--- src/hdl/flash_host_pkg.sv ---
// package of constants for the flash command host
// assumes a parallel nor flash on the far side, pins synchronous to pclk
// Behaviour
// - during guard program or erase poll toggle bit; then 00h pass program, 01h pass erase
// - auto-select address 03h shows secure lock on indicator bit
// - auto-select is AA/555, 55/2AA, 90/555; F0 resets; verify at X02
// - secure entry unlock plus 88; exit unlock, 90, then 00
package flash_host_pkg;
  // ******************************
  // register map (apb byte offsets)
  // ******************************
  localparam logic [11:0] OFS_CMD = 12'h000;
  localparam logic [11:0] OFS_ADDR = 12'h004;
  localparam logic [11:0] OFS_WDATA = 12'h008;
  localparam logic [11:0] OFS_STATUS = 12'h00c;
  localparam logic [11:0] OFS_RDATA = 12'h010;
  localparam logic [11:0] OFS_MODE = 12'h014;
  // ******************************
  // command codes and bus words
  // ******************************
  localparam logic [3:0] OP_READ = 4'h1;
  localparam logic [3:0] OP_RESET = 4'h2;
  localparam logic [3:0] OP_AUTOSEL = 4'h3;
  localparam logic [3:0] OP_SEC_ENTER = 4'h4;
  localparam logic [3:0] OP_SEC_EXIT = 4'h5;
  localparam logic [3:0] OP_WRITE = 4'h6;
  localparam logic [3:0] OP_POLL = 4'h7;
  localparam logic [7:0] D_UNLOCK1 = 8'haa;
  localparam logic [7:0] D_UNLOCK2 = 8'h55;
  localparam logic [7:0] D_AUTOSEL = 8'h90;
  localparam logic [7:0] D_SECURE = 8'h88;
  localparam logic [7:0] D_RESET = 8'hf0;
  localparam logic [7:0] D_EXIT = 8'h00;
  localparam logic [7:0] ST_PROG_OK = 8'h00;
  localparam logic [7:0] ST_ERASE_OK = 8'h01;
  localparam logic [11:0] A_CMD_W = 12'h555;
  localparam logic [11:0] A_UNL_W = 12'h2aa;
  localparam logic [11:0] A_CMD_B = 12'haaa;
  localparam logic [11:0] A_UNL_B = 12'h555;
  localparam logic [7:0] A_SEC_LOCK_W = 8'h03;
  localparam logic [7:0] A_SEC_LOCK_B = 8'h06;
  localparam logic [7:0] A_VERIFY_W = 8'h02;
  localparam logic [7:0] A_VERIFY_B = 8'h04;
  localparam int TOGGLE_BIT = 6;
  localparam int INDICATOR_BIT = 7;
  localparam int SECURE_WORDS = 128;
  localparam int SERIAL_WORDS = 8;
  // ******************************
  // bus timing in cycles
  // ******************************
  localparam int PCLK_MHZ = 25;
  localparam int T_PULSE_NS = 70;
  localparam int PULSE_CYC = (T_PULSE_NS * PCLK_MHZ + 999) / 1000;
  localparam logic [3:0] PULSE_CYC_W = 4'(PULSE_CYC);
  localparam logic [31:0] STATUS_RST = 32'h0000_0000;
  typedef enum logic [2:0] {
    S_IDLE = 3'b000, S_SETUP = 3'b001, S_STROBE = 3'b011, S_HOLD = 3'b010,
    S_NEXT = 3'b110, S_DONE = 3'b111
  } seq_state_t;
endpackage

--- src/hdl/seq_rom.sv ---
// holds the bus-cycle tables of each command sequence
// assumes a stable op and index; data registered one cycle later
`timescale 1ns/1ps
`default_nettype none
module seq_rom (
  input wire logic pclk,
  input wire logic presetn,
  input wire logic ce,
  input wire logic [3:0] op,
  input wire logic [2:0] idx,
  input wire logic byte_mode,
  input wire logic [23:0] user_addr,
  input wire logic [15:0] user_data,
  output logic [23:0] addr_r,
  output logic [15:0] data_r,
  output logic write_r,
  output logic last_r
);
  logic [23:0] a_cmd;
  logic [23:0] a_unl;
  logic [23:0] a_nxt;
  logic [15:0] d_nxt;
  logic w_nxt;
  logic l_nxt;
  assign a_cmd = byte_mode ? {12'h000, flash_host_pkg::A_CMD_B} : {12'h000, flash_host_pkg::A_CMD_W};
  assign a_unl = byte_mode ? {12'h000, flash_host_pkg::A_UNL_B} : {12'h000, flash_host_pkg::A_UNL_W};
  always_comb begin
    a_nxt = user_addr;
    d_nxt = user_data;
    w_nxt = 1'b1;
    l_nxt = 1'b1;
    if ((op == flash_host_pkg::OP_AUTOSEL || op == flash_host_pkg::OP_SEC_ENTER ||
         op == flash_host_pkg::OP_SEC_EXIT) && idx < 3'd3) begin
      l_nxt = 1'b0;
      unique case (idx)
        3'd0: begin
          a_nxt = a_cmd;
          d_nxt = {8'h00, flash_host_pkg::D_UNLOCK1};
        end
        3'd1: begin
          a_nxt = a_unl;
          d_nxt = {8'h00, flash_host_pkg::D_UNLOCK2};
        end
        default: begin
          a_nxt = a_cmd;
          d_nxt = {8'h00, (op == flash_host_pkg::OP_SEC_ENTER) ? flash_host_pkg::D_SECURE :
                   flash_host_pkg::D_AUTOSEL};
          l_nxt = (op != flash_host_pkg::OP_SEC_EXIT);
        end
      endcase
    end else if (op == flash_host_pkg::OP_SEC_EXIT) begin
      d_nxt = {8'h00, flash_host_pkg::D_EXIT};
    end else if (op == flash_host_pkg::OP_RESET) begin
      d_nxt = {8'h00, flash_host_pkg::D_RESET};
    end else if (op == flash_host_pkg::OP_READ || op == flash_host_pkg::OP_POLL) begin
      w_nxt = 1'b0;
    end
  end
  always_ff @(posedge pclk or negedge presetn) begin
    if (!presetn) begin
      addr_r <= 24'h00_0000;
      data_r <= 16'h0000;
      write_r <= 1'b0;
      last_r <= 1'b0;
    end else if (ce) begin
      addr_r <= a_nxt;
      data_r <= d_nxt;
      write_r <= w_nxt;
      last_r <= l_nxt;
    end
  end
endmodule
`default_nettype wire

--- src/hdl/flash_host.sv ---
// apb-controlled host that drives a parallel nor flash bus
// assumes flash pins synchronous to pclk; data bus split into in/out/enable
`timescale 1ns/1ps
`default_nettype none
module flash_host (
  input wire logic pclk,
  input wire logic presetn,
  input wire logic clk_en,
  input wire logic psel,
  input wire logic penable,
  input wire logic pwrite,
  input wire logic [11:0] paddr,
  input wire logic [31:0] pwdata,
  output logic [31:0] prdata,
  output logic pready,
  output logic pslverr,
  output logic [23:0] flash_addr,
  output logic [15:0] flash_dq_out,
  output logic flash_dq_oe,
  input wire logic [15:0] flash_dq_in,
  output logic flash_ce_n,
  output logic flash_we_n,
  output logic flash_oe_n,
  output logic flash_reset_n
);
  // ******************************
  // apb registers
  // ******************************
  logic [23:0] addr_reg_r;
  logic [15:0] wdata_reg_r;
  logic [15:0] rdata_r;
  logic byte_mode_r;
  logic hw_reset_r;
  logic [3:0] op_r;
  logic busy_r;
  logic done_r;
  logic pass_r;
  logic fail_r;
  logic secure_mode_r;
  logic sec_locked_r;
  logic sec_prot_r;
  logic wr_en;
  logic rd_en;
  logic start;
  logic hit;
  assign wr_en = psel & penable & pwrite & clk_en;
  assign rd_en = psel & ~pwrite;
  assign hit = (paddr == flash_host_pkg::OFS_CMD) || (paddr == flash_host_pkg::OFS_ADDR) ||
               (paddr == flash_host_pkg::OFS_WDATA) || (paddr == flash_host_pkg::OFS_STATUS) ||
               (paddr == flash_host_pkg::OFS_RDATA) || (paddr == flash_host_pkg::OFS_MODE);
  assign start = wr_en & (paddr == flash_host_pkg::OFS_CMD) & ~busy_r & (pwdata[3:0] != 4'h0);
  assign pready = 1'b1;
  assign pslverr = psel & penable & ~hit;
  always_comb begin
    prdata = 32'h0000_0000;
    if (rd_en) begin
      unique case (paddr)
        flash_host_pkg::OFS_CMD: prdata = {28'h000_0000, op_r};
        flash_host_pkg::OFS_ADDR: prdata = {8'h00, addr_reg_r};
        flash_host_pkg::OFS_WDATA: prdata = {16'h0000, wdata_reg_r};
        flash_host_pkg::OFS_STATUS: prdata = {25'h000_0000, sec_prot_r, sec_locked_r,
          secure_mode_r, fail_r, pass_r, done_r, busy_r};
        flash_host_pkg::OFS_RDATA: prdata = {16'h0000, rdata_r};
        flash_host_pkg::OFS_MODE: prdata = {30'h0000_0000, hw_reset_r, byte_mode_r};
        default: prdata = 32'h0000_0000;
      endcase
    end
  end
  always_ff @(posedge pclk or negedge presetn) begin
    if (!presetn) begin
      addr_reg_r <= 24'h00_0000;
      wdata_reg_r <= 16'h0000;
      byte_mode_r <= 1'b0;
      hw_reset_r <= 1'b0;
    end else if (wr_en) begin
      if (paddr == flash_host_pkg::OFS_ADDR) addr_reg_r <= pwdata[23:0];
      if (paddr == flash_host_pkg::OFS_WDATA) wdata_reg_r <= pwdata[15:0];
      if (paddr == flash_host_pkg::OFS_MODE) byte_mode_r <= pwdata[0];
      if (paddr == flash_host_pkg::OFS_MODE) hw_reset_r <= pwdata[1];
    end
  end
  // ******************************
  // bus-cycle sequencer
  // ******************************
  flash_host_pkg::seq_state_t state_r;
  flash_host_pkg::seq_state_t state_nxt;
  logic [2:0] idx_r;
  logic [3:0] cnt_r;
  logic [23:0] rom_addr;
  logic [15:0] rom_data;
  logic rom_write;
  logic rom_last;
  logic cnt_done;
  logic toggling;
  logic [15:0] prev_r;
  logic sel_idx_lock;
  logic sel_idx_verify;
  logic poll_first_r;
  logic [3:0] op_nxt;
  logic [2:0] idx_nxt;
  // table is registered: feed it next op and index so it lines up with setup
  assign op_nxt = start ? pwdata[3:0] : op_r;
  assign idx_nxt = start ? 3'd0 :
                   (state_r == flash_host_pkg::S_NEXT) ? idx_r + 3'd1 : idx_r;
  seq_rom u_rom (
    .pclk(pclk),
    .presetn(presetn),
    .ce(clk_en),
    .op(op_nxt),
    .idx(idx_nxt),
    .byte_mode(byte_mode_r),
    .user_addr(addr_reg_r),
    .user_data(wdata_reg_r),
    .addr_r(rom_addr),
    .data_r(rom_data),
    .write_r(rom_write),
    .last_r(rom_last)
  );
  assign cnt_done = (cnt_r == flash_host_pkg::PULSE_CYC_W);
  // first poll read has nothing to compare with, so it always repeats
  assign toggling = poll_first_r |
                    (prev_r[flash_host_pkg::TOGGLE_BIT] != flash_dq_in[flash_host_pkg::TOGGLE_BIT]);
  assign sel_idx_lock = (addr_reg_r[7:0] == (byte_mode_r ? flash_host_pkg::A_SEC_LOCK_B :
                         flash_host_pkg::A_SEC_LOCK_W));
  assign sel_idx_verify = (addr_reg_r[7:0] == (byte_mode_r ? flash_host_pkg::A_VERIFY_B :
                           flash_host_pkg::A_VERIFY_W));
  always_comb begin
    state_nxt = state_r;
    unique case (state_r)
      flash_host_pkg::S_IDLE: if (start) state_nxt = flash_host_pkg::S_SETUP;
      flash_host_pkg::S_SETUP: state_nxt = flash_host_pkg::S_STROBE;
      flash_host_pkg::S_STROBE: if (cnt_done) state_nxt = flash_host_pkg::S_HOLD;
      flash_host_pkg::S_HOLD: begin
        if (op_r == flash_host_pkg::OP_POLL && toggling) state_nxt = flash_host_pkg::S_SETUP;
        else if (rom_last) state_nxt = flash_host_pkg::S_DONE;
        else state_nxt = flash_host_pkg::S_NEXT;
      end
      flash_host_pkg::S_NEXT: state_nxt = flash_host_pkg::S_SETUP;
      flash_host_pkg::S_DONE: state_nxt = flash_host_pkg::S_IDLE;
      default: state_nxt = flash_host_pkg::S_IDLE;
    endcase
  end
  always_ff @(posedge pclk or negedge presetn) begin
    if (!presetn) begin
      state_r <= flash_host_pkg::S_IDLE;
      idx_r <= 3'd0;
      cnt_r <= 4'h0;
      op_r <= 4'h0;
      prev_r <= 16'h0000;
      poll_first_r <= 1'b0;
    end else if (clk_en) begin
      state_r <= state_nxt;
      cnt_r <= (state_r == flash_host_pkg::S_STROBE) ? cnt_r + 4'h1 : 4'h0;
      op_r <= op_nxt;
      idx_r <= idx_nxt;
      if (start) poll_first_r <= 1'b1;
      else if (state_r == flash_host_pkg::S_HOLD) poll_first_r <= 1'b0;
      if (state_r == flash_host_pkg::S_HOLD) prev_r <= flash_dq_in;
    end
  end
  // ******************************
  // results and flash pins
  // ******************************
  logic [7:0] st_byte;
  assign st_byte = flash_dq_in[7:0];
  always_ff @(posedge pclk or negedge presetn) begin
    if (!presetn) begin
      busy_r <= 1'b0;
      done_r <= 1'b0;
      pass_r <= 1'b0;
      fail_r <= 1'b0;
      secure_mode_r <= 1'b0;
      sec_locked_r <= 1'b0;
      sec_prot_r <= 1'b0;
      rdata_r <= 16'h0000;
      flash_addr <= 24'h00_0000;
      flash_dq_out <= 16'h0000;
      flash_dq_oe <= 1'b0;
      flash_ce_n <= 1'b1;
      flash_we_n <= 1'b1;
      flash_oe_n <= 1'b1;
      flash_reset_n <= 1'b0;
    end else if (clk_en) begin
      flash_reset_n <= ~hw_reset_r;
      if (start) begin
        busy_r <= 1'b1;
        done_r <= 1'b0;
      end
      if (state_r == flash_host_pkg::S_SETUP) begin
        flash_addr <= rom_addr;
        flash_dq_out <= rom_data;
        flash_dq_oe <= rom_write;
        flash_ce_n <= 1'b0;
      end
      if (state_r == flash_host_pkg::S_STROBE) begin
        flash_we_n <= ~rom_write;
        flash_oe_n <= rom_write;
      end
      if (state_r == flash_host_pkg::S_HOLD) begin
        flash_we_n <= 1'b1;
        flash_oe_n <= 1'b1;
        flash_ce_n <= 1'b1;
        flash_dq_oe <= 1'b0;
        if (!rom_write) rdata_r <= flash_dq_in;
        if (op_r == flash_host_pkg::OP_POLL && !toggling) begin
          pass_r <= (st_byte == flash_host_pkg::ST_PROG_OK) ||
                    (st_byte == flash_host_pkg::ST_ERASE_OK);
          fail_r <= (st_byte != flash_host_pkg::ST_PROG_OK) &&
                    (st_byte != flash_host_pkg::ST_ERASE_OK);
        end
        if (op_r == flash_host_pkg::OP_READ && sel_idx_lock)
          sec_locked_r <= flash_dq_in[flash_host_pkg::INDICATOR_BIT];
        if (op_r == flash_host_pkg::OP_READ && sel_idx_verify)
          sec_prot_r <= flash_dq_in[0];
      end
      if (state_r == flash_host_pkg::S_DONE) begin
        busy_r <= 1'b0;
        done_r <= 1'b1;
        if (op_r == flash_host_pkg::OP_SEC_ENTER) secure_mode_r <= 1'b1;
        if (op_r == flash_host_pkg::OP_SEC_EXIT || op_r == flash_host_pkg::OP_RESET)
          secure_mode_r <= 1'b0;
      end
      // hardware reset wins over a secure entry ending in the same cycle
      if (hw_reset_r) secure_mode_r <= 1'b0;
    end
  end
  // ******************************
  // checks
  // ******************************
  AST_WE_NOT_OE: assert property (@(posedge pclk) disable iff (!presetn)
    !(!flash_we_n && !flash_oe_n)) else $error("we and oe low together");
  AST_STROBE_CE: assert property (@(posedge pclk) disable iff (!presetn)
    !flash_we_n |-> !flash_ce_n && flash_dq_oe) else $error("write strobe outside ce");
  AST_SEC_ENTER: assert property (@(posedge pclk) disable iff (!presetn)
    clk_en && !hw_reset_r && state_r == flash_host_pkg::S_DONE &&
    op_r == flash_host_pkg::OP_SEC_ENTER
    |=> secure_mode_r) else $error("secure mode not set");
  AST_SEC_EXIT: assert property (@(posedge pclk) disable iff (!presetn)
    clk_en && hw_reset_r |=> !secure_mode_r) else $error("secure mode kept over reset");
  AST_POLL: assert property (@(posedge pclk) disable iff (!presetn)
    $rose(fail_r) |-> $past(st_byte) > flash_host_pkg::ST_ERASE_OK) else $error("bad fail");
  AST_WE_PULSE: assert property (@(posedge pclk) disable iff (!presetn || !clk_en)
    $fell(flash_we_n) |-> !flash_we_n [*3] ##1 flash_we_n) else $error("write pulse length");
  AST_ADDR_HELD: assert property (@(posedge pclk) disable iff (!presetn)
    !flash_ce_n && !$past(flash_ce_n) |-> $stable(flash_addr))
    else $error("address moved in bus cycle");
endmodule
`default_nettype wire

--- config.mk ---
export PLATFORM = sky130hd
export DESIGN_NAME = flash_host
export DESIGN_NICKNAME = d
export VERILOG_FILES = /design/src/hdl/flash_host_pkg.sv /design/src/hdl/seq_rom.sv /design/src/hdl/flash_host.sv
export SDC_FILE = /design/constraint.sdc
export NUM_CORES = 1
export LEC_CHECK = 0
export BUFFER_PORTS_ARGS = -buffer_cell sky130_fd_sc_hd__buf_4
export CORE_MARGIN = 3
export CORE_UTILIZATION = 50
export DETAILED_ROUTE_END_ITERATION = 7
export PLACE_DENSITY = 0.79
export SLEW_MARGIN = 25
export SYNTH_ARGS = -nofsm -noshare
export SYNTH_HDL_FRONTEND = slang
export SYNTH_SLANG_ARGS = --single-unit
--- constraint.sdc ---
create_clock -name pclk -period 2.31 [get_ports pclk]
set_clock_uncertainty 0.15 [all_clocks]
set_input_delay 0.231 -clock pclk [delete_from_list [all_inputs] [get_ports pclk]]
set_output_delay 0.231 -clock pclk [all_outputs]
set_load 0.01 [all_outputs]
==> impl_metrics.py, run 1 <==
metrics = {
    "logic_synthesis": {
        "ys_ff_latch": 168,
        "synth_sequential_area_ratio": 0.549,
        "postSynthAreaPerCell_um2": 11.8,
        "syn-instance-count": 650,
        "async_sr_flop_fraction": 1.00,
        "ys_dominant_reg_cell": "dfrtp_1",
        "number_of_synthesized_flops_with_an_enable_pin": 0,
        "count_of_unique_library_cells_instantiated_by_yosys": 59,
        "yosys_warnings": 0,
        "post_synth_instance_area_mm2": 0.00767,
    },
    "cells_and_area": {
        "finalNetCount": 952,
        "final_cells": 1079,
        "layout_commonest_cell": "buf_4",
        "utilization": 0.729,
        "final-seq-area_mm2": 0.00421,
        "multiInputGateArea_mm2": 0.00345,
        "most-common-layout-cells": "buf_4 (186), dfrtp_1 (165), mux2_2 (102), nand2_1 (55), dlygate4sd3_1 (37)",
        "final_cell_area_mm2": 0.0108,
        "antennaDiodeCount": 0,
        "drive_above_1_share": 0.460,
        "fillerInstances": 960,
        "synth_to_final_area_change_pct": 40.2,
    },
    "power": {
        "power_mw": 8.18,
        "p_leak_nw": 5.14,
        "pwr_density_cell_mw_per_mm2": 760,
        "worst_ir_drop_vdd_mv": 0.543,
    },
    "run_status": {
        "run_status": "complete, but fails checks",
        "violations": "negative setup slack",
    },
    "floorplanning": {
        "die_w_um": 130,
        "design.portCount": 145,
        "initial_core_util": 0.520,
        "dieArea_mm2": 0.0169,
        "floorplan.core_area_mm2": 0.0148,
        "die_height_um": 130,
        "placement_rows": 44,
    },
    "timing": {
        "setup_viol": 24,
        "timing.final.ws_setup_ns": -0.291,
        "timing.final.hold_violations": 0,
        "max_freq_ghz": 0.384,
        "grt_setup_unrepaired": "true",
        "period_utilization_post_route": 1.13,
        "timing.max_slew.rel_slack": 0.635,
        "worst-slew-pin-transition_ns": 0.548,
        "finalCriticalPeriod_ns": 2.60,
        "slew_viol_final": 0,
    },
    "critical_path": {
        "path_class": "primary input to output port",
        "worst_setup_path_start_kind": "primary input",
        "worst_ep_required_time_ns": 1.93,
        "crit_path_end_kind": "output port",
        "crit_arrival_ns": 2.22,
        "critPathMaxFanout": 5,
    },
    "clock_network": {
        "worst_skew_late_latency_ns": 0.44,
        "numClockSinks": 168,
        "clkTransAtPathRegs_ns": 0.07,
        "cts-htree-levels": 4,
        "ctsRootBufferMaster": "clkbuf_16",
        "cts_tree": "done",
        "cts_inserted_buffers": 17,
        "clk_path_buf_depth": 2,
    },
    "placement": {
        "detailed_place.area_mm2": 0.00942,
        "pre_cts_setup_slack_ns": -0.501,
        "dp_hpwl_mm": 15.9,
        "buffer_ports.inserted": 127,
        "place_congestion": 0.906,
        "dpl.cell_count": 998,
    },
    "routing": {
        "drc_errors": 0,
        "viasPerCell": 5.94,
        "residual_antenna_violating_net_count_after_detailed_routing": 0,
        "detail_route.first_pass.iterations": 6,
        "route.final.wire_length_mm": 23.1,
        "drt_first_iter_violations": 614,
        "detail_route.wl_per_cell_um": 21.4,
        "vias": 6404,
    },
    "grt": {
        "first_global_vias": 6621,
        "overflow": 0,
        "antenna_found_initial": 0,
        "grt_pass1_wl_mm": 36.0,
        "groute.usage.overall": 0.279,
        "largest_net_degree_at_the_start_of_global_routing": 47,
    },
    "job": {
        "max-cap-violations": 0,
    },
    "worst_hold_path": {
        "hold_class": "primary input to flip-flop",
    },
}
## final timing paths
| path | from | slack (ns) | end | cells past startpoint |
|---|---|---|---|---|
| setup / recovery | paddr[7] | -0.29 | prdata[10] | 9 |
| hold / removal | pwdata[2] | 0.03 | op_r[2] | 4 |
| setup reg to reg | busy_r | 0.04 | u_rom.addr_r[2] | 5 |
| hold reg to reg | flash_oe_n | 0.34 | flash_oe_n | 2 |
| max in group asynchronous | presetn | 1.19 | flash_dq_out[9] | 3 |
| min in group asynchronous | presetn | 0.14 | rdata_r[4] | 2 |
## cell type report
class                           instances  share of cell area
Clock buffer                           19              0.0403
Timing Repair Buffer                  255               0.208
Sequential cell                       168               0.391
Tap cell                              184              0.0214
Inverter                               10             0.00349
Clock inverter                         13              0.0144
Multi-Input combinational cell        430               0.321
## cell families (layout without fill, tap and decap cells)
logic type	count (synthesis)	count (layout)	synth area share
mux	112	112	0.163
compound gates	122	122	0.122
buf+inv	60	297	0.0365
other cells	2	9	0.000979
simple gates	177	178	0.116
flops	168	168	0.549
xor+xnor	5	5	0.00571
fa+ha+maj	4	4	0.00653
## repair_timing
item                                    CTS  global route
gates resized for setup                  45            17
setup buffers                             8             3
endpoints found under the hold margin   192             0
cloned                                    2             1
hold buffers                             37             0
endpoints found under the setup margin   49            73
pin swaps                                21             7
## report_power, final
part	leakage, nW	total, mW	internal, mW	switching, mW
logic	2.60	1.77	0.923	0.849
clock network	0.284	2.87	1.62	1.25
registers	2.26	3.53	3.29	0.241
## critical path: stages
cell and delay, ns:
buf_6 0.09, or4_4 0.53, or4_4 0.52, buf_6 0.14
nor2_4 0.11, buf_2 0.18, a222oi_1 0.14, nor2_2 0.14
buf_4 0.14
## sequential cells by signal (all words and copies together), names as in the netlist, 3 cells and up
register,cells
addr_reg_r,24
cnt_r,4
flash_addr,24
flash_dq_out,16
idx_r,3
op_r,4
rdata_r,16
state_r,3
u_rom.addr_r,24
u_rom.data_r,16
wdata_reg_r,16
## routing by layer
| layer | vias to the layer above | GRT usage | wire length [um] |
|---|---|---|---|
| met1 | 3252 | 0.365 | 9590 |
| met5 | - | 0 | 0 |
| met2 | 266 | 0.465 | 11500 |
| met3 | 48 | 0.0626 | 1430 |
| met4 | 0 | 0.0905 | 512 |
| li1 | 2838 | - | - |
## stage by stage
stage	hold WS [ns]	setup TNS, ns
after floorplan	-0.215	-24.78
final	0.0299	-5.62
after global routing	0.0525	-6.75
after detailed placement	0.0224	-46.00
after global placement	0.0157	-44.55
after CTS	0.0147	-5.34
## synthesized netlist by cell type (7+ instances only)
master / count / area, um2
nor2_1: 36 / 135
dfrtp_1: 165 / 4130
a22o_1: 14 / 123
nor4_1: 11 / 68.8
mux2_2: 105 / 1180
and2_1: 8 / 50.1
nand2b_1: 7 / 43.8
a222oi_1: 14 / 140
nand3_1: 10 / 50.1
inv_1: 10 / 37.5
clkbuf_1: 29 / 109
a21oi_1: 20 / 100
nand2_1: 57 / 214
o2bb2ai_1: 9 / 78.8
mux2i_1: 7 / 70.1
buf_4: 9 / 67.6
nor3_1: 13 / 65.1
a221o_1: 12 / 120
o21ai_0: 17 / 85.1
(Power assumes the default switching activity.)
==> inputs of run 2 (changes only) <==
--- a/config.mk
+++ b/config.mk
@@ -5,6 +5,7 @@
 export SDC_FILE = /design/constraint.sdc
 export NUM_CORES = 1
 export LEC_CHECK = 0
+export ABC_AREA = 1
 export BUFFER_PORTS_ARGS = -buffer_cell sky130_fd_sc_hd__buf_4
 export CORE_MARGIN = 3
 export CORE_UTILIZATION = 50
==> run 2 against run 1 <==
Net effect: the run now ends clean; power decreased by 11%; largest cell class unchanged; worst setup slack improved by 0.39 ns; clock-buffer cell count unchanged; sequential power decreased by 8.5%.
==> impl_metrics.py, run 2 <==
metrics = {
    "cells_and_area": {
        "final_cell_area_mm2": 0.0104,
        "biggestRegsByFlops": "addr_reg_r (24), flash_addr (24), u_rom.addr_r (24)",
        "antennaDiodeCount": 0,
        "synth_to_final_area_change_pct": 32.3,
        "fillerInstances": 1169,
        "multiInputGateArea_mm2": 0.00324,
        "layout_commonest_cell": "nand2_1",
        "drive_above_1_share": 0.278,
        "finalNetCount": 1161,
        "final-seq-area_mm2": 0.00421,
        "most-common-layout-cells": "nand2_1 (205), buf_4 (166), dfrtp_1 (165), o21ai_0 (96), inv_1 (90)",
        "final_cells": 1314,
        "utilization": 0.681,
    },
    "critical_path": {
        "path_class": "primary input to output port",
        "critPathLaunch": "paddr[7]",
        "worst_ep_required_time_ns": 1.93,
        "crit_arrival_ns": 1.83,
        "worst_r2r_startpoint": "state_r[0]",
        "ff2ff_setup_slack_ns": 0.12,
        "worstRegToRegCells": 14,
        "critPathMaxFanout": 21,
        "endpoint_of_the_lowest_slack_register_to_register_path": "u_rom.addr_r[5]",
        "crit_path_end_kind": "output port",
        "worst_setup_path_start_kind": "primary input",
    },
    "routing": {
        "detail_route.wl_per_cell_um": 15.7,
        "vias": 6869,
        "drt_first_iter_violations": 608,
        "drc_errors": 0,
        "residual_antenna_violating_net_count_after_detailed_routing": 0,
        "route.final.wire_length_mm": 20.6,
        "detail_route.first_pass.iterations": 5,
        "viasPerCell": 5.23,
    },
    "timing": {
        "setup_viol": 0,
        "period_utilization_post_route": 0.956,
        "worst_hold_slack_across_all_endpoints_ns": 0.0503,
        "slew_viol_final": 0,
        "max_freq_ghz": 0.453,
        "finalCriticalPeriod_ns": 2.21,
        "timing.final.hold_violations": 0,
        "grt_setup_unrepaired": "true",
        "worst-slew-pin-transition_ns": 0.716,
        "timing.max_slew.rel_slack": 0.523,
    },
    "clock_network": {
        "cts_tree": "done",
        "clk_path_buf_depth": 2,
        "cts_inserted_buffers": 17,
        "numClockSinks": 168,
        "worst_skew_late_latency_ns": 0.43,
        "clkTransAtPathRegs_ns": 0.06,
        "cts-htree-levels": 4,
        "ctsRootBufferMaster": "clkbuf_16",
    },
    "logic_synthesis": {
        "synth_top_area_share": 0.524,
        "ys_ff_latch": 168,
        "syn-instance-count": 897,
        "synth_sequential_area_ratio": 0.534,
        "async_sr_flop_fraction": 1.00,
        "yosys_warnings": 0,
        "netlist.top_cell.by_area": "dfrtp_1",
        "ys_dominant_reg_cell": "dfrtp_1",
        "postSynthAreaPerCell_um2": 8.79,
        "number_of_synthesized_flops_with_an_enable_pin": 0,
        "synth.area.top_cells": "dfrtp_1 (52%), nand2_1 (10%), o21ai_0 (6.2%), mux2_2 (5.6%), inv_1 (4.5%)",
        "post_synth_instance_area_mm2": 0.00789,
        "yosys-top-cells-count": "nand2_1 (211), dfrtp_1 (165), o21ai_0 (98)",
        "count_of_unique_library_cells_instantiated_by_yosys": 48,
        "post-synth-top-count-cell": "nand2_1",
    },
    "grt": {
        "groute.usage.overall": 0.239,
        "overflow": 0,
        "antenna_found_initial": 0,
        "largest_net_degree_at_the_start_of_global_routing": 70,
        "grt_pass1_wl_mm": 33.6,
        "first_global_vias": 6608,
    },
    "worst_hold_path": {
        "hold_path_startpoint": "pwdata[1]",
        "hold_class": "primary input to flip-flop",
        "whs_endpoint": "hw_reset_r",
        "hold_path_depth": 3,
    },
    "floorplanning": {
        "die_w_um": 132,
        "placement_rows": 45,
        "dieArea_mm2": 0.0173,
        "die_height_um": 132,
        "design.portCount": 145,
        "floorplan.core_area_mm2": 0.0153,
        "initial_core_util": 0.515,
    },
    "placement": {
        "dpl.cell_count": 1235,
        "place_congestion": 0.882,
        "detailed_place.area_mm2": 0.00926,
        "buffer_ports.inserted": 127,
        "dp_hpwl_mm": 13.9,
    },
    "power": {
        "worst_ir_drop_vdd_mv": 0.532,
        "p_leak_nw": 5.27,
        "power_mw": 7.31,
        "pwr_density_cell_mw_per_mm2": 700,
    },
    "run_status": {
        "run_status": "finished clean",
    },
    "job": {
        "max-cap-violations": 0,
    },
}
-- run 2: metal layers --
metal | vias to the layer above | track usage | part of all wire
met5 | - | 0 | 0
met3 | 38 | 0.0467 | 0.057
met1 | 3282 | 0.334 | 0.44
met4 | 0 | 0.0805 | 0.022
li1 | 3293 | - | -
met2 | 256 | 0.375 | 0.48
-- run 2: metrics by stage --
| step | setup slack, ns | TNS (ns) |
|---|---|---|
| final | 0.102 | 0 |
| after global routing | -0.0547 | -0.466 |
| after CTS | 0.0219 | 0 |
| after detailed placement | -0.0898 | -0.455 |
| after global placement | -0.0293 | -0.146 |
| after floorplan | 0.204 | 0 |
-- run 2: area by class of cell --
cell class,count,share of cell area
clock buffer,19,0.0434
clock inverter,12,0.00899
inverter,98,0.0354
timing repair buffer,215,0.173
tap,211,0.0253
multi-input combinational,591,0.310
sequential,168,0.403
-- run 2: worst max-delay path by stage --
stage | end | slack, ns
after global routing | u_rom.data_r[6] | -0.05
final | prdata[3] | 0.10
after detailed placement | u_rom.addr_r[0] | -0.09
after floorplan | u_rom.addr_r[10] | 0.20
after CTS | u_rom.addr_r[8] | 0.02
after global placement | u_rom.addr_r[0] | -0.03
-- run 2: cell families after synthesis --
logic type / count (synthesis) / synth area share
compound gates: 156 / 0.110
fa+ha+maj: 4 / 0.00635
mux: 41 / 0.0582
buf+inv: 145 / 0.0773
other cells: 2 / 0.000952
xor+xnor: 2 / 0.00222
simple gates: 379 / 0.212
flops: 168 / 0.534
-- run 2: power by group --
| part | switching (mW) | internal, mW |
|---|---|---|
| clock | 1.20 | 1.44 |
| sequential | 0.108 | 3.12 |
| combinational | 0.795 | 0.642 |
| total | 2.11 | 5.20 |
-- run 2: worst max-delay path, stage by stage --
cell	delay [ns]
buf_4	0.11
nor2_1	0.12
nand2_1	0.12
nor2_4	0.18
a21bo_2	0.24
nand2_1	0.13
nand3_2	0.14
buf_12	0.19
a31oi_2	0.20
buf_4	0.16
-- run 2: repair_timing --
action,in CTS,in global routing
pin swaps,0,17
setup endpoints to repair,7,60
gates resized for setup,2,39
cloned,0,1
hold endpoints to repair,116,0
hold buffers,40,0
setup buffers,0,7
==> inputs of run 3 (changes only) <==
--- a/config.mk
+++ b/config.mk
@@ -8,9 +8,9 @@
 export ABC_AREA = 1
 export BUFFER_PORTS_ARGS = -buffer_cell sky130_fd_sc_hd__buf_4
 export CORE_MARGIN = 3
-export CORE_UTILIZATION = 50
+export CORE_UTILIZATION = 56
 export DETAILED_ROUTE_END_ITERATION = 7
-export PLACE_DENSITY = 0.79
+export PLACE_DENSITY = 0.83
 export SLEW_MARGIN = 25
 export SYNTH_ARGS = -nofsm -noshare
 export SYNTH_HDL_FRONTEND = slang
==> constraint.sdc (replaced) <==
create_clock -name pclk -period 2.4 [get_ports pclk]
set_clock_uncertainty 0.15 [all_clocks]
set_input_delay 0.24 -clock pclk [delete_from_list [all_inputs] [get_ports pclk]]
set_output_delay 0.24 -clock pclk [all_outputs]
set_load 0.01 [all_outputs]
==> run 3 against run 2 <==
Net effect: hold slack worse by 0.027 ns; combinational power down 10%; die area decreased by 10%; largest cell class unchanged; sequential share of layout area grew 0.36 points; largest power group unchanged; via count up 3.1%; clock power grew 7%; sequential power shrank 4%.
==> impl_metrics.py, run 3 (synthesis results as in run 2) <==
metrics = {
    "floorplanning": {
        "die_height_um": 125,
        "dieArea_mm2": 0.0155,
        "placement_rows": 42,
        "design.portCount": 145,
        "initial_core_util": 0.584,
        "die_w_um": 125,
        "floorplan.core_area_mm2": 0.0135,
    },
    "cells_and_area": {
        "most-common-layout-cells": "nand2_1 (208), dfrtp_1 (164), buf_4 (160), o21ai_0 (98), inv_1 (93)",
        "synth_to_final_area_change_pct": 31.2,
        "finalNetCount": 1156,
        "antennaDiodeCount": 0,
        "utilization": 0.766,
        "biggestRegsByFlops": "addr_reg_r (24), flash_addr (24), u_rom.addr_r (24)",
        "fillerInstances": 909,
        "drive_above_1_share": 0.259,
        "layout_commonest_cell": "nand2_1",
    },
    "clock_network": {
        "cts_tree": "done",
        "numClockSinks": 168,
        "ctsRootBufferMaster": "clkbuf_16",
        "clk_path_buf_depth": 2,
        "worst_skew_late_latency_ns": 0.44,
        "cts-htree-levels": 4,
        "cts_inserted_buffers": 17,
        "clkTransAtPathRegs_ns": 0.06,
    },
    "critical_path": {
        "path_class": "primary input to flip-flop",
        "crit_path_end_kind": "flip-flop",
        "crit_arrival_ns": 2.44,
        "slowest_stage": "dlygate4sd3_1",
        "family_of_cells_with_the_greatest_summed_delay_on_the_critical_path": "simple AND/OR/NAND/NOR gates",
        "critPathMaxFanout": 8,
        "critical_path.cell_chain": "dlygate4sd3_1 -> buf_6 -> nand2_4 -> nor2_8 -> nand3_4 -> nor2_8 -> buf_4 -> nand2_2 -> nand2_4 -> nand2_1 -> nor2_4 -> nor2_2 -> buf_4 -> nand4_1 -> o21ai_0",
        "slowest_stage_delay_on_critical_path_ns": 0.54,
        "worst_ep_required_time_ns": 2.52,
        "worst_setup_path_start_kind": "primary input",
        "critical_path_buf_inv_count": 4,
    },
    "grt": {
        "grt-busiest-layer": "met2",
        "largest_net_degree_at_the_start_of_global_routing": 66,
        "global_route.usage.met1": 0.378,
        "groute.usage.overall": 0.285,
        "first_global_vias": 6828,
        "overflow": 0,
        "global_route.usage.met2": 0.459,
        "grt_pass1_wl_mm": 35.4,
        "antenna_found_initial": 0,
        "gr-usage-met3": 0.0596,
    },
    "routing": {
        "detail_route.wl_per_cell_um": 17.4,
        "route.final.wire_length_mm": 22.1,
        "drc_errors": 0,
        "vias": 7081,
        "viasPerCell": 5.55,
        "drt_first_iter_violations": 659,
        "residual_antenna_violating_net_count_after_detailed_routing": 0,
        "detail_route.first_pass.iterations": 5,
    },
    "power": {
        "p_leak_nw": 5.26,
        "pwr_density_cell_mw_per_mm2": 699,
        "power_mw": 7.23,
        "worst_ir_drop_vdd_mv": 0.475,
    },
    "worst_hold_path": {
        "hold_class": "primary input to flip-flop",
    },
    "timing": {
        "worst-slew-pin-transition_ns": 0.785,
        "max_freq_ghz": 0.430,
        "slew_viol_final": 0,
        "timing.final.ws_setup_ns": 0.0754,
        "period_utilization_post_route": 0.969,
        "finalCriticalPeriod_ns": 2.32,
        "setup_viol": 0,
        "timing.max_slew.rel_slack": 0.476,
        "setup_tns_ns": 0,
        "timing.final.hold_violations": 0,
    },
    "placement": {
        "dp_hpwl_mm": 14.0,
        "pre_cts_setup_slack_ns": 0.0216,
        "place_congestion": 0.941,
        "buffer_ports.inserted": 127,
    },
    "run_status": {
        "run_status": "finished clean",
    },
    "job": {
        "max-cap-violations": 0,
    },
}
==> run 3: changes by cell type in the layout (fill, tap and decap cells not counted), sizes merged <==
cell	before	now
bufinv	0	3
dlymetal6s4s	1	0
clkinvlp	5	4
clkinv	4	6
buf	174	167
dlygate4sd3	39	41
inv	101	99
==> run 3: where the power goes <==
group	internal, mW	switching, mW
Sequential	3.01	0.110
Combinational	0.552	0.740
Clock	1.67	1.15
==> run 3: final cells by class <==
type                       instances  area, um2  area share
inverter                          98        369      0.0357
multi-input combinational        591       3160       0.305
tap                              176        220      0.0213
clock inverter                    14        173      0.0167
clock buffer                      18        439      0.0425
timing repair buffer             210       1780       0.172
sequential                       168       4210       0.407
==> run 3: timing repair <==
item,in CTS,in global routing
buffers inserted,0,6
endpoints found under the hold margin,223,0
setup endpoints to repair,1,36
cloned,0,2
pin swaps,0,4
hold buffers,41,0
gates resized for setup,1,16
==> run 3: metrics by stage <==
step	hold slack (ns)	cell area (um2)	cells
6_report	0.0231	10300	1275
5_1_grt	0.0628	10300	1275
4_1_cts	0.00839	10200	1267
3_5_place_dp	-0.0204	9160	1194
3_3_place_gp	-0.0184	9160	1194
2_1_floorplan	-0.206	7910	904
==> run 3: routing by layer <==
metal	up-vias	wire length, um
li1	3279	-
met2	319	10600
met5	-	0
met1	3416	9090
met4	0	816
met3	67	1590
==> run 3: worst reg2reg max path: cells and delay by family (launching register included) <==
kind,cells,cell delay [ns]
compound gates,1,0.08
fa+ha+maj,1,0.28
buf+inv,4,0.30
flops,1,0.39
simple gates,9,0.94
==> run 3: final timing paths <==
path | startpoint | end | slack, ns | cells past startpoint
min in group asynchronous | presetn | secure_mode_r | 0.09 | 2
worst min-delay path | pwdata[1] | hw_reset_r | 0.02 | 3
worst max register to register | state_r[0] | u_rom.addr_r[8] | 0.13 | 15
worst min register to register | u_rom.addr_r[5] | u_rom.addr_r[5] | 0.33 | 2
worst max-delay path | clk_en | u_rom.data_r[8] | 0.08 | 15
max in group asynchronous | presetn | flash_ce_n | 1.34 | 3
